$ cat src/logic/dip_defines.vh
// constants for the dual issue pairing logic
`ifndef DIP_DEFINES_VH
`define DIP_DEFINES_VH
// instruction class codes produced by the classifier
`define DIP_CLS_W 5
`define DIP_C_OTHER 5'h00
`define DIP_C_NOP 5'h01
`define DIP_C_MOV 5'h02
`define DIP_C_NOT 5'h03
`define DIP_C_SAT 5'h04
`define DIP_C_ARITH 5'h05
`define DIP_C_SUBR 5'h06
`define DIP_C_CMP 5'h07
`define DIP_C_TST 5'h08
`define DIP_C_LOGIC 5'h09
`define DIP_C_SHIFT 5'h0A
`define DIP_C_MULH 5'h0B
`define DIP_C_EXT 5'h0C
`define DIP_C_SLD 5'h0D
`define DIP_C_SST 5'h0E
`define DIP_C_BR 5'h0F
`define DIP_C_BCC 5'h10
`define DIP_C_SLD_EP 5'h11
// format codes
`define DIP_FMT_W 2
`define DIP_F_I 2'h0
`define DIP_F_II 2'h1
`define DIP_F_IV 2'h2
`define DIP_F_OTHER 2'h3
// register numbers
`define DIP_REG_W 5
`define DIP_REG_ZERO 5'h00
`define DIP_REG_EP 5'h1E
// issue kinds
`define DIP_ISS_W 2
`define DIP_ISS_NONE 2'h0
`define DIP_ISS_SINGLE 2'h1
`define DIP_ISS_FUSED 2'h2
`define DIP_ISS_PAIR 2'h3
`endif

$ cat src/logic/dip_first_class.v
// decides which class groups a leading instruction may join
`timescale 1ns/1ps
`include "dip_defines.vh"
module dip_first_class (
    input wire [`DIP_CLS_W-1:0] cls,
    input wire [`DIP_FMT_W-1:0] fmt,
    output reg ok_br,
    output reg ok_bcc,
    output reg ok_sld,
    output reg ok_fuse_op,
    output reg may_set_flags
);
    always @* begin
        ok_br = 1'b0;
        ok_bcc = 1'b0;
        ok_sld = 1'b0;
        ok_fuse_op = 1'b0;
        may_set_flags = 1'b0;
        case (cls)
            `DIP_C_NOP: begin
                ok_br = (fmt == `DIP_F_I);
                ok_bcc = (fmt == `DIP_F_I);
                ok_sld = (fmt == `DIP_F_I);
            end
            `DIP_C_MOV: begin
                ok_br = (fmt == `DIP_F_I) || (fmt == `DIP_F_II);
                ok_bcc = ok_br;
                ok_sld = ok_br;
            end
            `DIP_C_NOT, `DIP_C_TST, `DIP_C_LOGIC, `DIP_C_SUBR: begin
                ok_br = (fmt == `DIP_F_I);
                ok_sld = ok_br;
                ok_fuse_op = ok_br && (cls != `DIP_C_NOT) && (cls != `DIP_C_TST);
                may_set_flags = 1'b1;
            end
            `DIP_C_SAT, `DIP_C_ARITH, `DIP_C_CMP: begin
                ok_br = (fmt == `DIP_F_I) || (fmt == `DIP_F_II);
                ok_sld = ok_br;
                // only the register add and saturating add fuse; the immediate forms and compare stay separate
                ok_fuse_op = (cls != `DIP_C_CMP) && (fmt == `DIP_F_I);
                may_set_flags = 1'b1;
            end
            `DIP_C_SHIFT: begin
                ok_br = (fmt == `DIP_F_II);
                ok_sld = ok_br;
                ok_fuse_op = ok_br;
                may_set_flags = 1'b1;
            end
            `DIP_C_MULH: begin
                ok_br = (fmt == `DIP_F_I) || (fmt == `DIP_F_II);
                ok_bcc = ok_br;
                ok_sld = ok_br;
                ok_fuse_op = ok_br;
            end
            `DIP_C_EXT: begin
                ok_bcc = (fmt == `DIP_F_I);
            end
            `DIP_C_SLD, `DIP_C_SST, `DIP_C_SLD_EP: begin
                ok_br = (fmt == `DIP_F_IV) || ((cls != `DIP_C_SST) && (fmt == `DIP_F_I));
                ok_bcc = ok_br;
            end
            default: begin
                may_set_flags = (cls == `DIP_C_OTHER);
            end
        endcase
    end
endmodule

$ cat src/logic/dip_hazard_track.v
// tracks element pointer writes and load buffers awaiting writeback
`timescale 1ns/1ps
`include "dip_defines.vh"
module dip_hazard_track #(
    parameter EP_WB_DEPTH = 3
) (
    input wire clk,
    input wire rst,
    input wire issue_ep_write,
    input wire load_alloc,
    input wire load_wb_done,
    output reg ep_pending,
    output reg load_bufs_full
);
    reg [EP_WB_DEPTH-1:0] ep_pipe;
    reg [1:0] busy;
    reg [1:0] next_busy;
    always @* begin
        next_busy = busy;
        if (load_alloc && !load_wb_done && busy != 2'h2) begin
            next_busy = busy + 2'h1;
        end else if (load_wb_done && !load_alloc && busy != 2'h0) begin
            next_busy = busy - 2'h1;
        end
    end
    always @(posedge clk) begin
        if (rst) begin
            ep_pipe <= {EP_WB_DEPTH{1'b0}};
            busy <= 2'h0;
            ep_pending <= 1'b0;
            load_bufs_full <= 1'b0;
        end else begin
            // an ep write stays pending until it has passed writeback
            ep_pipe <= {ep_pipe[EP_WB_DEPTH-2:0], issue_ep_write};
            busy <= next_busy;
            ep_pending <= issue_ep_write || (|ep_pipe[EP_WB_DEPTH-2:0]);
            load_bufs_full <= (next_busy == 2'h2);
        end
    end
endmodule

$ cat src/logic/dip_pair_issue.v
// issue stage that fuses or pairs two consecutive instructions
//
// Contract
// - mov then two-operand op writing same non-r0 register executes as one
// - fusion only when the mov comes first, never reversed
// - unconditional branch pairs with listed flag or simple leading instructions
// - conditional branch pairs only after instructions that leave flags untouched
// - ep relative short load pairs with listed leading alu instructions
// - dual issue only when second is branch, conditional branch or short load
// - no pairing or fusion right after branch to non word aligned target
// - no short load pairing while an ep write awaits writeback
// - no conditional branch pairing if either prior instruction may set flags
// - no short load pairing while both load buffers await writeback
// - hardware breakpoints on paired slots may misfire; debug uses software breaks
`timescale 1ns/1ps
`include "dip_defines.vh"
module dip_pair_issue #(
    parameter EP_WB_DEPTH = 3
) (
    input wire clk,
    input wire rst,
    input wire a_valid,
    input wire [`DIP_CLS_W-1:0] a_cls,
    input wire [`DIP_FMT_W-1:0] a_fmt,
    input wire [`DIP_REG_W-1:0] a_dst,
    input wire a_two_op,
    input wire a_branch_target,
    input wire a_word_aligned,
    input wire b_valid,
    input wire [`DIP_CLS_W-1:0] b_cls,
    input wire [`DIP_FMT_W-1:0] b_fmt,
    input wire [`DIP_REG_W-1:0] b_dst,
    input wire b_two_op,
    input wire load_wb_done,
    input wire hw_break_on,
    output reg issue_valid,
    output reg [`DIP_ISS_W-1:0] issue_kind,
    output reg take_a,
    output reg take_b,
    output reg hw_break_unreliable
);
    wire a_ok_br;
    wire a_ok_bcc;
    wire a_ok_sld;
    wire a_ok_fuse;
    wire a_flags;
    wire b_ok_br;
    wire b_ok_bcc;
    wire b_ok_sld;
    wire b_ok_fuse;
    wire b_flags;
    wire ep_pending;
    wire load_bufs_full;
    reg prev_flags;
    reg issue_ep_write;
    reg load_alloc;
    reg [`DIP_ISS_W-1:0] next_kind;
    reg next_take_b;
    reg fuse_ok;
    reg pair_ok;
    reg blocked;

    function is_short_load;
        input [`DIP_CLS_W-1:0] c;
        begin
            is_short_load = (c == `DIP_C_SLD) || (c == `DIP_C_SLD_EP);
        end
    endfunction

    function is_load;
        input [`DIP_CLS_W-1:0] c;
        begin
            is_load = is_short_load(c) || (c == `DIP_C_OTHER);
        end
    endfunction

    function writes_dst;
        input [`DIP_CLS_W-1:0] c;
        begin
            writes_dst = (c != `DIP_C_NOP) && (c != `DIP_C_CMP) && (c != `DIP_C_TST) && (c != `DIP_C_SST)
                && (c != `DIP_C_BR) && (c != `DIP_C_BCC);
        end
    endfunction

    dip_first_class u_first_a (
        .cls(a_cls),
        .fmt(a_fmt),
        .ok_br(a_ok_br),
        .ok_bcc(a_ok_bcc),
        .ok_sld(a_ok_sld),
        .ok_fuse_op(a_ok_fuse),
        .may_set_flags(a_flags)
    );

    dip_first_class u_first_b (
        .cls(b_cls),
        .fmt(b_fmt),
        .ok_br(b_ok_br),
        .ok_bcc(b_ok_bcc),
        .ok_sld(b_ok_sld),
        .ok_fuse_op(b_ok_fuse),
        .may_set_flags(b_flags)
    );

    dip_hazard_track #(
        .EP_WB_DEPTH(EP_WB_DEPTH)
    ) u_hazard (
        .clk(clk),
        .rst(rst),
        .issue_ep_write(issue_ep_write),
        .load_alloc(load_alloc),
        .load_wb_done(load_wb_done),
        .ep_pending(ep_pending),
        .load_bufs_full(load_bufs_full)
    );

    always @* begin
        // a misaligned branch target restarts fetch on a halfword boundary
        blocked = a_branch_target && !a_word_aligned;
        fuse_ok = 1'b0;
        pair_ok = 1'b0;
        if (a_valid && b_valid && !blocked) begin
            // only mov-first order is fused; op-then-mov falls through
            fuse_ok = (a_cls == `DIP_C_MOV) && b_ok_fuse && b_two_op
                && (a_dst == b_dst) && (a_dst != `DIP_REG_ZERO);
            case (b_cls)
                `DIP_C_BR: begin
                    pair_ok = a_ok_br;
                end
                `DIP_C_BCC: begin
                    // flags from a or the one before it are not ready yet
                    pair_ok = a_ok_bcc && !a_flags && !prev_flags;
                end
                `DIP_C_SLD, `DIP_C_SLD_EP: begin
                    pair_ok = a_ok_sld && !ep_pending && !load_bufs_full
                        && !(a_dst == `DIP_REG_EP && writes_dst(a_cls));
                end
                default: begin
                    pair_ok = 1'b0;
                end
            endcase
        end
        next_take_b = fuse_ok || pair_ok;
        if (!a_valid) begin
            next_kind = `DIP_ISS_NONE;
        end else if (fuse_ok) begin
            next_kind = `DIP_ISS_FUSED;
        end else if (pair_ok) begin
            next_kind = `DIP_ISS_PAIR;
        end else begin
            next_kind = `DIP_ISS_SINGLE;
        end
        // a short load paired into the element pointer is a pending write as well
        issue_ep_write = a_valid && ((a_dst == `DIP_REG_EP && writes_dst(a_cls))
            || (next_take_b && b_dst == `DIP_REG_EP && writes_dst(b_cls)));
        load_alloc = (a_valid && is_load(a_cls)) || (next_take_b && is_load(b_cls));
    end

    always @(posedge clk) begin
        if (rst) begin
            issue_valid <= 1'b0;
            issue_kind <= `DIP_ISS_NONE;
            take_a <= 1'b0;
            take_b <= 1'b0;
            hw_break_unreliable <= 1'b0;
            prev_flags <= 1'b0;
        end else begin
            issue_valid <= a_valid;
            issue_kind <= next_kind;
            take_a <= a_valid;
            take_b <= a_valid && next_take_b;
            // flag a hardware break that lands on a dual-issued slot
            hw_break_unreliable <= hw_break_on && a_valid && next_take_b;
            if (a_valid) begin
                prev_flags <= next_take_b ? b_flags : a_flags;
            end
        end
    end
endmodule

$ cat config.mk
export PLATFORM = sky130hd
export DESIGN_NAME = dip_pair_issue
export DESIGN_NICKNAME = d
export VERILOG_FILES = /design/src/logic/dip_first_class.v /design/src/logic/dip_hazard_track.v /design/src/logic/dip_pair_issue.v
export VERILOG_INCLUDE_DIRS = /design/src /design/src/logic
export SDC_FILE = /design/constraint.sdc
export NUM_CORES = 1
export LEC_CHECK = 0
export BUFFER_PORTS_ARGS = -buffer_cell sky130_fd_sc_hd__buf_4
export CORE_MARGIN = 3
export CORE_UTILIZATION = 30
export CTS_CLUSTER_SIZE = 10
export DETAILED_ROUTE_END_ITERATION = 8
export SLEW_MARGIN = 20
export SYNTH_ARGS = -nofsm -noshare
export SYNTH_HDL_FRONTEND = slang
export SYNTH_SLANG_ARGS = --single-unit
$ cat constraint.sdc
create_clock -name clk -period 3 [get_ports clk]
set_clock_uncertainty 0.1 [all_clocks]
set_input_delay 0.75 -clock clk [delete_from_list [all_inputs] [get_ports clk]]
set_output_delay 0.75 -clock clk [all_outputs]
set_load 0.02 [all_outputs]
[Yosys cells after proc, flatten, opt, wreduce, memory -nomap -nowiden]
Cells that the tools add are included.
Word-level totals
  register bits after elaboration: 12
  input port bits: 34
  output and inout port bits: 6
  word-level logic and storage cells: 160
Cells by class
  add/sub/neg operators: 2
  equality and inequality tests: 53
  muxes and demuxes: 14
  bitwise operators: 1
  reduce and logical (&&, ||, !) cells: 80
Operators by type and width (number)
  equality test 5 x 4 -> 1 bit (second input constant): 15
  equality test 5 x 3 -> 1 bit (second input constant): 8
  logical AND 1 bit: 39
  != test 5 x 4 -> 1 bit (second input constant): 6
  equality test 5 bit (second input constant): 5
  equality test 5 x 2 -> 1 bit (second input constant): 4
  OR reduction 8 bit: 2
  OR reduction 7 bit: 2
  logical OR 1 bit: 11
  equality test 5 x 1 -> 1 bit (second input constant): 2
  zero test 5 bit: 2
  != test 5 x 1 -> 1 bit (second input constant): 2
  != test 5 x 3 -> 1 bit (second input constant): 2
  != test 5 bit (second input constant): 2
  OR reduction 2 bit: 5
  OR reduction 5 bit: 2
  zero test 1 bit: 9
  case mux 1 bit (3 select lines): 3
  OR reduction 3 bit: 3
  two-way mux 2 bit: 4
  case mux 1 bit (4 select lines): 2
  equality test 5 bit: 1
  != test 5 x 2 -> 1 bit (second input constant): 1
  nonzero test 5 bit: 1
  11 further kinds: 17

[Depth between registers and ports, before layout]
Gate-level depths: netlist (run 1).
  depth in word-level cells: 20
  gate-level depth with buffers: 9
  gate-level depth less buffers: 8

[Modules after synthesis]
Synthesis (run 1) repeated with hierarchy kept, for this count alone.
Second synthesis, totals
  cell total of the unflattened synthesis: 191
  area total of the unflattened synthesis: 1423.9 um2
By module, submodules not included
  dip_pair_issue: times used 1, cells each 76, area an instance 590.6 um2, sequential area each 120.1 um2
  dip_first_class: times used 2, cells each 44, area an instance 281.5 um2, sequential area each 0.0 um2
  dip_hazard_track: times used 1, cells each 27, area an instance 270.3 um2, sequential area each 120.1 um2

[Least setup slack after synthesis (run 1)]
Ideal clock, no wire load.
  path kind: input-to-reg
  from: input b_cls[2]
  to: register u_hazard.load_bufs_full
  setup time: 0.115 ns
  arrival: 2.814 ns
  data required time: 2.785 ns
  slack: -0.029 ns
  stages on the path: 9
  buffers on the path: 1
  cells stage by stage: buf_4 -> or4b_4 -> or3_1 -> a221oi_2 -> a41o_2 -> o31ai_2 -> a211o_1 -> o221a_2 -> o21a_1
On the way
  cells in the longest elaborated chain, start to end: 18
  elaborated cells on any way between the ends: 44
  classes of those cells: eq/ne (17); mux (6); reduce/logical (21)
Ends and longest elaborated chain
  start, declared: line dip_pair_issue.v:30  | input wire [`DIP_CLS_W-1:0] b_cls,
  != test 5 x 2 -> 1 bit (no source line)
  logical AND 1 bit (2 in a row): line dip_first_class.v:33  | ok_fuse_op = ok_br && (cls != `DIP_C_NOT) && (cls != `DIP_C_TST);
  case mux 1 bit (4 select lines): line dip_first_class.v:19  | case (cls)
  logical AND 1 bit (4 in a row): line dip_pair_issue.v:124  | fuse_ok = (a_cls == `DIP_C_MOV) && b_ok_fuse && b_two_op
  two-way mux 1 bit: line dip_pair_issue.v:122  | if (a_valid && b_valid && !blocked) begin
  logical OR 1 bit: line dip_pair_issue.v:143  | next_take_b = fuse_ok || pair_ok;
  logical AND 1 bit (*): line dip_pair_issue.v:156  | load_alloc = (a_valid && is_load(a_cls)) || (next_take_b && is_load(b_cls));
  logical OR 1 bit (*): line dip_pair_issue.v:156
  zero test 1 bit: line dip_hazard_track.v:22  | end else if (load_wb_done && !load_alloc && busy != 2'h0) begin
  logical AND 1 bit (2 in a row): line dip_hazard_track.v:22
  two-way mux 2 bit: line dip_hazard_track.v:22
  two-way mux 2 bit (*): line dip_hazard_track.v:20  | if (load_alloc && !load_wb_done && busy != 2'h2) begin
  equality test 2 bit (*): line dip_hazard_track.v:37  | load_bufs_full <= (next_busy == 2'h2);
  end signal, assigned: line dip_hazard_track.v:37
  end, declared: line dip_hazard_track.v:13  | output reg load_bufs_full
Mark *: on every way between the ends. The rest lies on a longest branch, timed or not.
A chain may end at the register's enable or synchronous reset.

[Worst setup path in the final report (run 1)]
  from: input b_cls[1]
  to: register u_hazard.load_bufs_full
The elaborated chain is that of the path after synthesis.

==> metrics.yaml, run 1 <==
sta:
  relSlewSlack_pct: 75.0
  worst_pin_slew_ns: 0.366
  post-route-min-period_ns: 2.84
  tns_ns: 0
  finalMaxSlewViolations: 0
  max_freq_mhz: 352
  hold_viol_final: 0
  fin_crit_sh_pct: 94.7
  rsz0062_at_grt: "no"
  setup_viol: 0
placement:
  hpwl_um: 2510
  gp_congestion: 0.728
  port_buffers: 38
global_route:
  grt_usage_pct: 13.6
  grt_overflow: 0
  grt_max_degree: 13
  grt_pass1_vias: 1191
  antenna_found_initial: 0
  grt_pass1_wl_um: 4970
setup_path:
  r2r-start: "u_hazard.ep_pending"
  path_buf_inv: 1
  cp_slowest_stage_delay_ns: 0.56
  end_kind: "flip-flop"
  crit_chain: "buf_4 > or4b_4 > or3_1 > a221oi_2 > a41o_2 > o31ai_2 > a211o_1 > o221a_2 > o21a_1"
  r2r_cells: 8
  cp-start-kind: "input port"
  cp.arrival_ns: 2.87
  cp_max_fo: 4
  reg2reg_to: "u_hazard.load_bufs_full"
  reg2reg_slack_ns: 0.94
  required_ns: 3.03
  crit_type: "input port to flip-flop"
  critPathSlowestCell: "or4b_4"
  cp_top_family: "compound AO/OA/AOI/OAI gates"
clocking:
  cts_resized: 0
  cts_sinks: 12
  cts_tree: "done"
  cts_buffer_depth: 2
  cts_buffers: 3
  ctsRootBufferMaster: "clkbuf_8"
  hold_buffers: 0
  clkSlewWorstSetupHoldPaths_ns: 0.05
  clkLatencyLatePin_ns: 0.23
  postCtsSetupBuffers: 0
  ctsHtreeMaxLevel: 1
power_and_ir_drop:
  internal_power_w: 0.000401
  swShare_pct: 30.0
  power_frac_comb_pct: 37.4
  switchingPower_w: 0.000172
  p_per_area_nw_per_um2: 371
  max-vdd-ir-drop_mv: 0.440
  p_seq_share_pct: 33.1
  p_leak_nw: 0.689
  clockPowerShare_pct: 29.5
layout:
  fin_util_pct: 44.3
  nets: 231
  diodes: 0
  drive_above_1_share_pct: 32.5
  area_growth_pct: 35.2
die:
  die_width_um: 67.7
  core_area_um2: 3490
  start_util_pct: 32.7
  io_pins: 40
  die_y_um: 67.7
  die-area_um2: 4590
  rows: 21
run_status:
  status: "finished clean"
drt:
  num_vias: 1252
  routed_wl_um: 3090
  route.detailed.wl_per_inst_um: 12.9
  ant_nets: 0
  drc_errors: 0
  initialDrtViolationCount: 44
  viasPerCell: 5.22
  firstDrtPassIters: 4
worst_hold_path:
  hp-class: "flip-flop to flip-flop"
  worstHoldEndpoint: "u_hazard.ep_pipe[1]"
  min_path_cells: 1
  hold_start: "u_hazard.ep_pipe[0]"
logic_synthesis:
  synth_cells: 151
  async_reset_ff_share_pct: 0
  synth_area_um2: 1140
  yosysSeqAreaShare_pct: 21.0
  synth_edf_count: 0
  post_synth.cell_area_avg_um2: 7.57
  ys_warn_count: 0
  syn-num-nets: 187
  synthDistinctLibCells: 51
  ys_seq_elements: 12
  ys.flop_type: "dfxtp_1"
run:
  drv_cap: 0
[placed cells by master, fill, tap and decap left out, types with 5 or more instances in the layout]
cell type / count
buf_4: 49
inv_1: 8
o21ai_0: 6
nand3_1: 5
dfxtp_1: 12
nand2_1: 11
nor2_1: 15
nor3_1: 7
a21oi_1: 7
nand2b_1: 5
[sequential cells by signal, indices dropped and copies added, names as in the netlist]
signal,flops
u_hazard.load_bufs_full,1
prev_flags,1
u_hazard.ep_pending,1
u_hazard.ep_pipe,2
take_a,1
hw_break_unreliable,1
issue_kind,2
take_b,1
u_hazard.busy,2
[metrics by stage]
step           instance area [um^2]  hold slack [ns]  total power, W  cells  setup slack, ns
4_1_cts                        1550            0.368        0.000575    240            0.152
3_5_place_dp                   1490            0.358        0.000404    236          -0.0956
6_report                       1550            0.363        0.000573    240            0.160
2_1_floorplan                  1140            0.339        0.000329    151          0.00416
5_1_grt                        1550            0.403        0.000610    240           0.0676
3_3_place_gp                   1490            0.355        0.000392    236          -0.0442
[layer usage]
metal | vias up | global-route usage, % | wire length, um
li1 | 639 | - | -
met1 | 568 | 17.2 | 1390
met2 | 41 | 24.5 | 1470
met3 | 4 | 1.66 | 197
met4 | 0 | 2.28 | 31
met5 | - | 0 | 0
[area by class of cell]
cell class / instances / area [um^2]
Clock buffer: 4 / 55.1
Timing Repair Buffer: 49 / 368
Fill cell: 357 / 1950
Inverter: 8 / 30.0
Sequential cell: 12 / 240
Tap cell: 46 / 57.6
Multi-Input combinational cell: 121 / 796
[cell usage after synthesis, drive strengths merged, types with 2 or more instances]
cell type	n	share of area (%)
nor2	15	4.9
dfxtp	12	21
nand2	11	3.6
buf	9	6.5
inv	8	2.6
a21oi	7	3.1
nor3	7	3.1
o21ai	6	2.6
nand2b	5	2.7
nand3	5	2.2
nor2b	4	2.2
or3	4	2.3
xor2	4	3.1
a21o	3	2.0
and3b	3	2.3
nor4	3	1.6
o21a	3	2.0
xnor2	3	2.3
a2111oi	2	1.5
a211oi	2	1.3
ha	2	2.2
nand3b	2	1.3
nand4	2	1.1
o2111ai	2	1.5
o211ai	2	1.3
or2	2	1.1
or4	2	1.3
[worst max path at each step]
stage                     startpoint                       to  slack, ns  cells past startpoint
after floorplan             b_cls[2]  u_hazard.load_bufs_full      0.004                      9
after CTS                   b_cls[1]  u_hazard.load_bufs_full       0.15                      9
final                       b_cls[1]  u_hazard.load_bufs_full       0.16                      9
after global placement      b_cls[1]  u_hazard.load_bufs_full      -0.04                      9
after detailed placement    b_cls[1]  u_hazard.load_bufs_full       -0.1                      9
after global routing        b_cls[1]  u_hazard.load_bufs_full       0.07                      9
[cells by family after synthesis]
family	synth area share, %
flops	21.0
buf+inv	9.41
xor+xnor	5.36
mux	0.875
fa+ha+maj	2.19
compound gates	28.1
simple gates	33.0
[power by group through the flow]
| stage | combinational [W] | clock (W) | sequential [W] |
|---|---|---|---|
| floorplan | 0.000138 | 0 | 0.000190 |
| global placement | 0.000201 | 0 | 0.000192 |
| detailed placement | 0.000212 | 0 | 0.000192 |
| CTS | 0.000214 | 0.000173 | 0.000189 |
| global route | 0.000239 | 0.000180 | 0.000191 |
| finish | 0.000215 | 0.000169 | 0.000190 |
No activity file was read; power rests on OpenSTA's default activity.
==> run 2, diff against run 1 <==
- CORE_UTILIZATION: 30 -> 45
- PLACE_DENSITY: default -> 0.76
==> metrics.yaml, run 2 (same netlist as run 1, synthesis figures left out) <==
drt:
  drc_errors: 0  # unchanged
  firstDrtPassIters: 4  # unchanged
  route.detailed.wl_per_inst_um: 13.6  # was 12.9 um
  viasPerCell: 5.66  # was 5.22
  ant_nets: 0  # unchanged
  initialDrtViolationCount: 30  # was 44
  num_vias: 1251  # was 1,252
  routed_wl_um: 3000  # was 3090 um
worst_hold_path:
  hp-class: "flip-flop to flip-flop"  # unchanged
layout:
  layout_common_cells: "buf_4, nor2_1, dfxtp_1, nand2_1, inv_1"  # unchanged
  area_growth_pct: 31.0  # was 35.2%
  mostFrequentLayoutCell: "buf_4"  # unchanged
  finalInstanceArea_um2: 1500  # was 1550 um^2
  nets: 230  # was 231
  n_fill_cell: 218  # was 357
  diodes: 0  # unchanged
  drive_above_1_share_pct: 32.1  # was 32.5%
  reg_top3: "issue_kind x2, u_hazard.busy x2, u_hazard.ep_pipe x2"  # unchanged
global_route:
  antenna_found_initial: 0  # unchanged
  grt_usage_pct: 18.8  # was 13.6%
  grt_pass1_wl_um: 4970  # unchanged
  grt_overflow: 0  # unchanged
  grt_max_degree: 13  # unchanged
  grt_pass1_vias: 1187  # was 1,191
power_and_ir_drop:
  internal_power_w: 0.000359  # was 0.000401 W
  clockPowerShare_pct: 24.2  # was 29.5%
  swShare_pct: 32.4  # was 30.0%
  p_leak_nw: 0.676  # was 0.689 nW
  p_per_area_nw_per_um2: 354  # was 371 nW/um^2
  p_seq_share_pct: 35.5  # was 33.1%
  max-vdd-ir-drop_mv: 0.302  # was 0.440 mV
  switchingPower_w: 0.000172  # about the same
  power_frac_comb_pct: 40.3  # was 37.4%
sta:
  hold_viol_final: 0  # unchanged
  setup_slack_ns: 0.223  # was 0.160 ns
  relSlewSlack_pct: 71.9  # was 75.0%
  max_freq_mhz: 360  # was 352 MHz
  post-route-min-period_ns: 2.78  # was 2.84 ns
  fin_crit_sh_pct: 92.6  # was 94.7%
  tns_ns: 0  # unchanged
  rsz0062_at_grt: "no"  # unchanged
  finalMaxSlewViolations: 0  # unchanged
  worst_pin_slew_ns: 0.410  # was 0.366 ns
  setup_viol: 0  # unchanged
clocking:
  cts_resized: 0  # unchanged
  ctsRootBufferMaster: "clkbuf_4"  # was clkbuf_8
  cts_tree: "done"  # unchanged
  cts_buffer_depth: 2  # unchanged
  clkLatencyLatePin_ns: 0.28  # was 0.23 ns
  ctsHtreeMaxLevel: 1  # unchanged
  postCtsSetupBuffers: 0  # unchanged
  clkSlewWorstSetupHoldPaths_ns: 0.08  # was 0.05 ns
  hold_buffers: 0  # unchanged
  cts_buffers: 3  # unchanged
  cts_sinks: 12  # unchanged
die:
  rows: 17  # was 21
  start_util_pct: 49.3  # was 32.7%
  die_y_um: 56.4  # was 67.7 um
  die_width_um: 56.4  # was 67.7 um
  core_area_um2: 2320  # was 3490 um^2
  io_pins: 40  # unchanged
  die-area_um2: 3180  # was 4590 um^2
setup_path:
  crit_type: "input port to flip-flop"  # unchanged
  end_kind: "flip-flop"  # unchanged
  cp_max_fo: 4  # unchanged
  required_ns: 3.08  # was 3.03 ns
  cp.arrival_ns: 2.85  # was 2.87 ns
  cp-start-kind: "input port"  # unchanged
run_status:
  status: "finished clean"  # unchanged
placement:
  place_area_um2: 1460  # was 1490 um^2
  gp_congestion: 0.885  # was 0.728
  hpwl_um: 2450  # was 2510 um
  port_buffers: 38  # unchanged
  pre_cts_ws_ns: -0.0794  # was -0.0956 ns
run:
  drv_cap: 0  # unchanged
==> run 2: cell count changes in the layout (fill, tap and decap cells not counted), sizes merged <==
cell	previous run	this run
buf	49	48
==> run 2: critical path, cell delays in order <==
cell	delay, ns
buf_4	0.11
or4b_4	0.56
or3_1	0.34
a221oi_2	0.21
a41o_2	0.14
o31ai_2	0.08
a211o_1	0.28
o221a_2	0.27
o21a_1	0.10
==> run 2: per-stage QoR <==
| step | std cells | hold WS (ns) | utilization, % | power, W |
|---|---|---|---|---|
| after floorplan | 151 | 0.339 | - | 0.000329 |
| after global placement | 217 | 0.355 | 63.0 | 0.000391 |
| after detailed placement | 217 | 0.362 | 63.0 | 0.000405 |
| after CTS | 221 | 0.375 | 64.6 | 0.000529 |
| after global routing | 221 | 0.388 | 64.6 | 0.000563 |
| final | 221 | 0.369 | 64.6 | 0.000531 |
==> run 2: final timing paths <==
check / startpoint / to / slack (ns) / depth (start not counted)
max: b_cls[1] / u_hazard.load_bufs_full / 0.22 / 9
min: u_hazard.ep_pipe[0] / u_hazard.ep_pipe[1] / 0.37 / 1
max reg2reg: u_hazard.ep_pending / u_hazard.load_bufs_full / 0.96 / 8
min reg2reg: u_hazard.ep_pipe[0] / u_hazard.ep_pipe[1] / 0.37 / 1
==> run 2: power groups by stage <==
stage,logic [W],registers (W),clock network (W)
floorplan,0.000138,0.000190,0
global placement,0.000200,0.000191,0
detailed placement,0.000213,0.000192,0
CTS,0.000214,0.000188,0.000127
global route,0.000238,0.000190,0.000135
finish,0.000214,0.000188,0.000129
==> run 2: area by class of cell <==
type                            instances  area [um^2]  share of cell area [%]
Tap cell                               28         35.0                    2.34
Clock buffer                            4         36.3                    2.42
Timing Repair Buffer                   48          360                    24.1
Multi-Input combinational cell        121          796                    53.1
Inverter                                8         30.0                    2.01
Sequential cell                        12          240                    16.0
==> run 2: layer usage <==
layer | wire length [um] | vias up | global-route usage (%)
met5 | 0 | - | 0
met4 | 34 | 0 | 6.78
met3 | 203 | 6 | 3.45
met2 | 1430 | 42 | 31.4
met1 | 1330 | 564 | 23.9
li1 | - | 639 | -
==> run 3, diff against run 2 <==
- clock period: 3 -> 2.31 ns (I/O delays scaled with it)
==> metrics.yaml, run 3 (same netlist as run 1, synthesis figures left out) <==
run_status:
  status: "finished, violations left"  # was finished clean
  violations: "negative setup slack"
setup_path:
  cp.arrival_ns: 2.67  # was 2.85 ns
  reg2reg_slack_ns: 0.26  # was 0.96 ns
  reg2reg_to: "u_hazard.load_bufs_full"  # unchanged
  cp-start-kind: "input port"  # unchanged
  crit_type: "input port to flip-flop"  # unchanged
  end_kind: "flip-flop"  # unchanged
  required_ns: 2.37  # was 3.08 ns
  cp_max_fo: 4  # unchanged
  r2r-start: "u_hazard.ep_pending"  # unchanged
  r2r_cells: 9  # was 8
layout:
  mostFrequentLayoutCell: "buf_4"  # unchanged
  layout_common_cells: "buf_4, nor2_1, dfxtp_1, nand2_1, inv_1"  # unchanged
  diodes: 0  # unchanged
  drive_above_1_share_pct: 42.3  # was 32.1%
  finalInstanceArea_um2: 1720  # was 1500 um^2
  nets: 253  # was 230
  final_cells: 243  # was 221
  area_growth_pct: 50.2  # was 31.0%
  reg_top3: "issue_kind x2, u_hazard.busy x2, u_hazard.ep_pipe x2"  # unchanged
sta:
  tns_ns: -1.13  # was 0 ns
  relSlewSlack_pct: 74.1  # was 71.9%
  rsz0062_at_grt: "yes"  # was no
  worst_pin_slew_ns: 0.379  # was 0.410 ns
  hold_ws_ns: 0.371  # was 0.369 ns
  setup_viol: 7  # was 0
  finalMaxSlewViolations: 0  # unchanged
  hold_viol_final: 0  # unchanged
  post-route-min-period_ns: 2.61
  setup_slack_ns: -0.299  # was 0.223 ns
  fin_crit_sh_pct: 113
  max_freq_mhz: 383
drt:
  viasPerCell: 5.62  # was 5.66
  drc_errors: 0  # unchanged
  route.detailed.wl_per_inst_um: 13.7  # was 13.6 um
  ant_nets: 0  # unchanged
  num_vias: 1366  # was 1,251
  initialDrtViolationCount: 32  # was 30
  firstDrtPassIters: 4  # unchanged
  routed_wl_um: 3320  # was 3000 um
run:
  drv_cap: 0  # unchanged
clocking:
  cts_buffer_depth: 2  # unchanged
  ctsHtreeMaxLevel: 1  # unchanged
  clkLatencyLatePin_ns: 0.26  # was 0.28 ns
  clkSlewWorstSetupHoldPaths_ns: 0.07  # was 0.08 ns
  ctsRootBufferMaster: "clkbuf_4"  # unchanged
  cts_tree: "done"  # unchanged
  cts_buffers: 3  # unchanged
  cts_sinks: 12  # unchanged
die:
  die_width_um: 56.4  # unchanged
  core_area_um2: 2320  # unchanged
  io_pins: 40  # unchanged
  die_y_um: 56.4  # unchanged
  die-area_um2: 3180  # unchanged
  rows: 17  # unchanged
  start_util_pct: 49.3  # unchanged
power_and_ir_drop:
  power_w: 0.000681  # was 0.000531 W
  p_per_area_nw_per_um2: 396  # was 354 nW/um^2
  p_leak_nw: 0.793  # was 0.676 nW
  max-vdd-ir-drop_mv: 0.397  # was 0.302 mV
global_route:
  grt_usage_pct: 20.6  # was 18.8%
  grt_overflow: 0  # unchanged
  grt_pass1_wl_um: 5460  # was 4970 um
  grt_pass1_vias: 1279  # was 1,187
  antenna_found_initial: 0  # unchanged
  grt_max_degree: 12  # was 13
worst_hold_path:
  min_path_cells: 1  # unchanged
  worstHoldEndpoint: "u_hazard.ep_pipe[1]"  # unchanged
  hold_start: "u_hazard.ep_pipe[0]"  # unchanged
  hp-class: "flip-flop to flip-flop"  # unchanged
placement:
  place_area_um2: 1630  # was 1460 um^2
  port_buffers: 38  # unchanged
  dp_cells: 238  # was 217
  gp_congestion: 0.863  # was 0.885
  hpwl_um: 2630  # was 2450 um
run 3: worst max-delay path, stage by stage:
cell and delay, ns:
buf_6 0.09, or4b_4 0.56, or3_4 0.34, a221oi_2 0.21, a41o_2 0.17, o31ai_4 0.08, a211o_1 0.26, o221a_2 0.27
o21a_1 0.10
run 3: power by group:
part | internal [W] | total (W) | switching, W
clock network | 0.0000601 | 0.000120 | 0.0000602
logic | 0.000164 | 0.000313 | 0.000149
registers | 0.000229 | 0.000248 | 0.0000183
total | 0.000453 | 0.000681 | 0.000227
run 3: layout make-up:
| cell class | instances | area [um^2] |
|---|---|---|
| multi-input combinational | 121 | 846 |
| fill | 185 | 601 |
| timing repair buffer | 71 | 544 |
| sequential | 12 | 240 |
| tap | 28 | 35.0 |
| inverter | 8 | 30.0 |
| clock buffer | 3 | 22.5 |
run 3: stage by stage:
stage | setup WS (ns) | utilization (%)
global placement | -0.537 | 70.1
global route | -0.385 | 74.1
floorplan | -0.503 | -
finish | -0.299 | 74.1
CTS | -0.283 | 72.5
detailed placement | -0.578 | 70.1
run 3: layer usage:
layer  up-vias  track usage (%)  wire length (um)
met5         -                0                 0
met4         0             5.76                23
met3         4             3.45               223
met2        61             34.6              1590
met1       616             26.9              1480
li1        685                -                 -
run 3: worst max path at each step:
stage | from | endpoint | slack, ns | cells past startpoint
floorplan | b_cls[1] | u_hazard.load_bufs_full | -0.50 | 9
global placement | b_cls[1] | u_hazard.load_bufs_full | -0.54 | 9
detailed placement | b_cls[1] | u_hazard.load_bufs_full | -0.58 | 9
CTS | b_cls[1] | u_hazard.load_bufs_full | -0.28 | 9
global route | b_cls[1] | u_hazard.load_bufs_full | -0.39 | 9
finish | b_cls[1] | u_hazard.load_bufs_full | -0.30 | 9
run 3: timing repair:
action / 4_1_cts / 5_1_grt
gates cloned: 0 / 0
hold buffers: 0 / 0
resized for setup: 6 / 6
setup buffers: 1 / 1
endpoints found under the setup margin: 5 / 7
pin swaps: 0 / 3
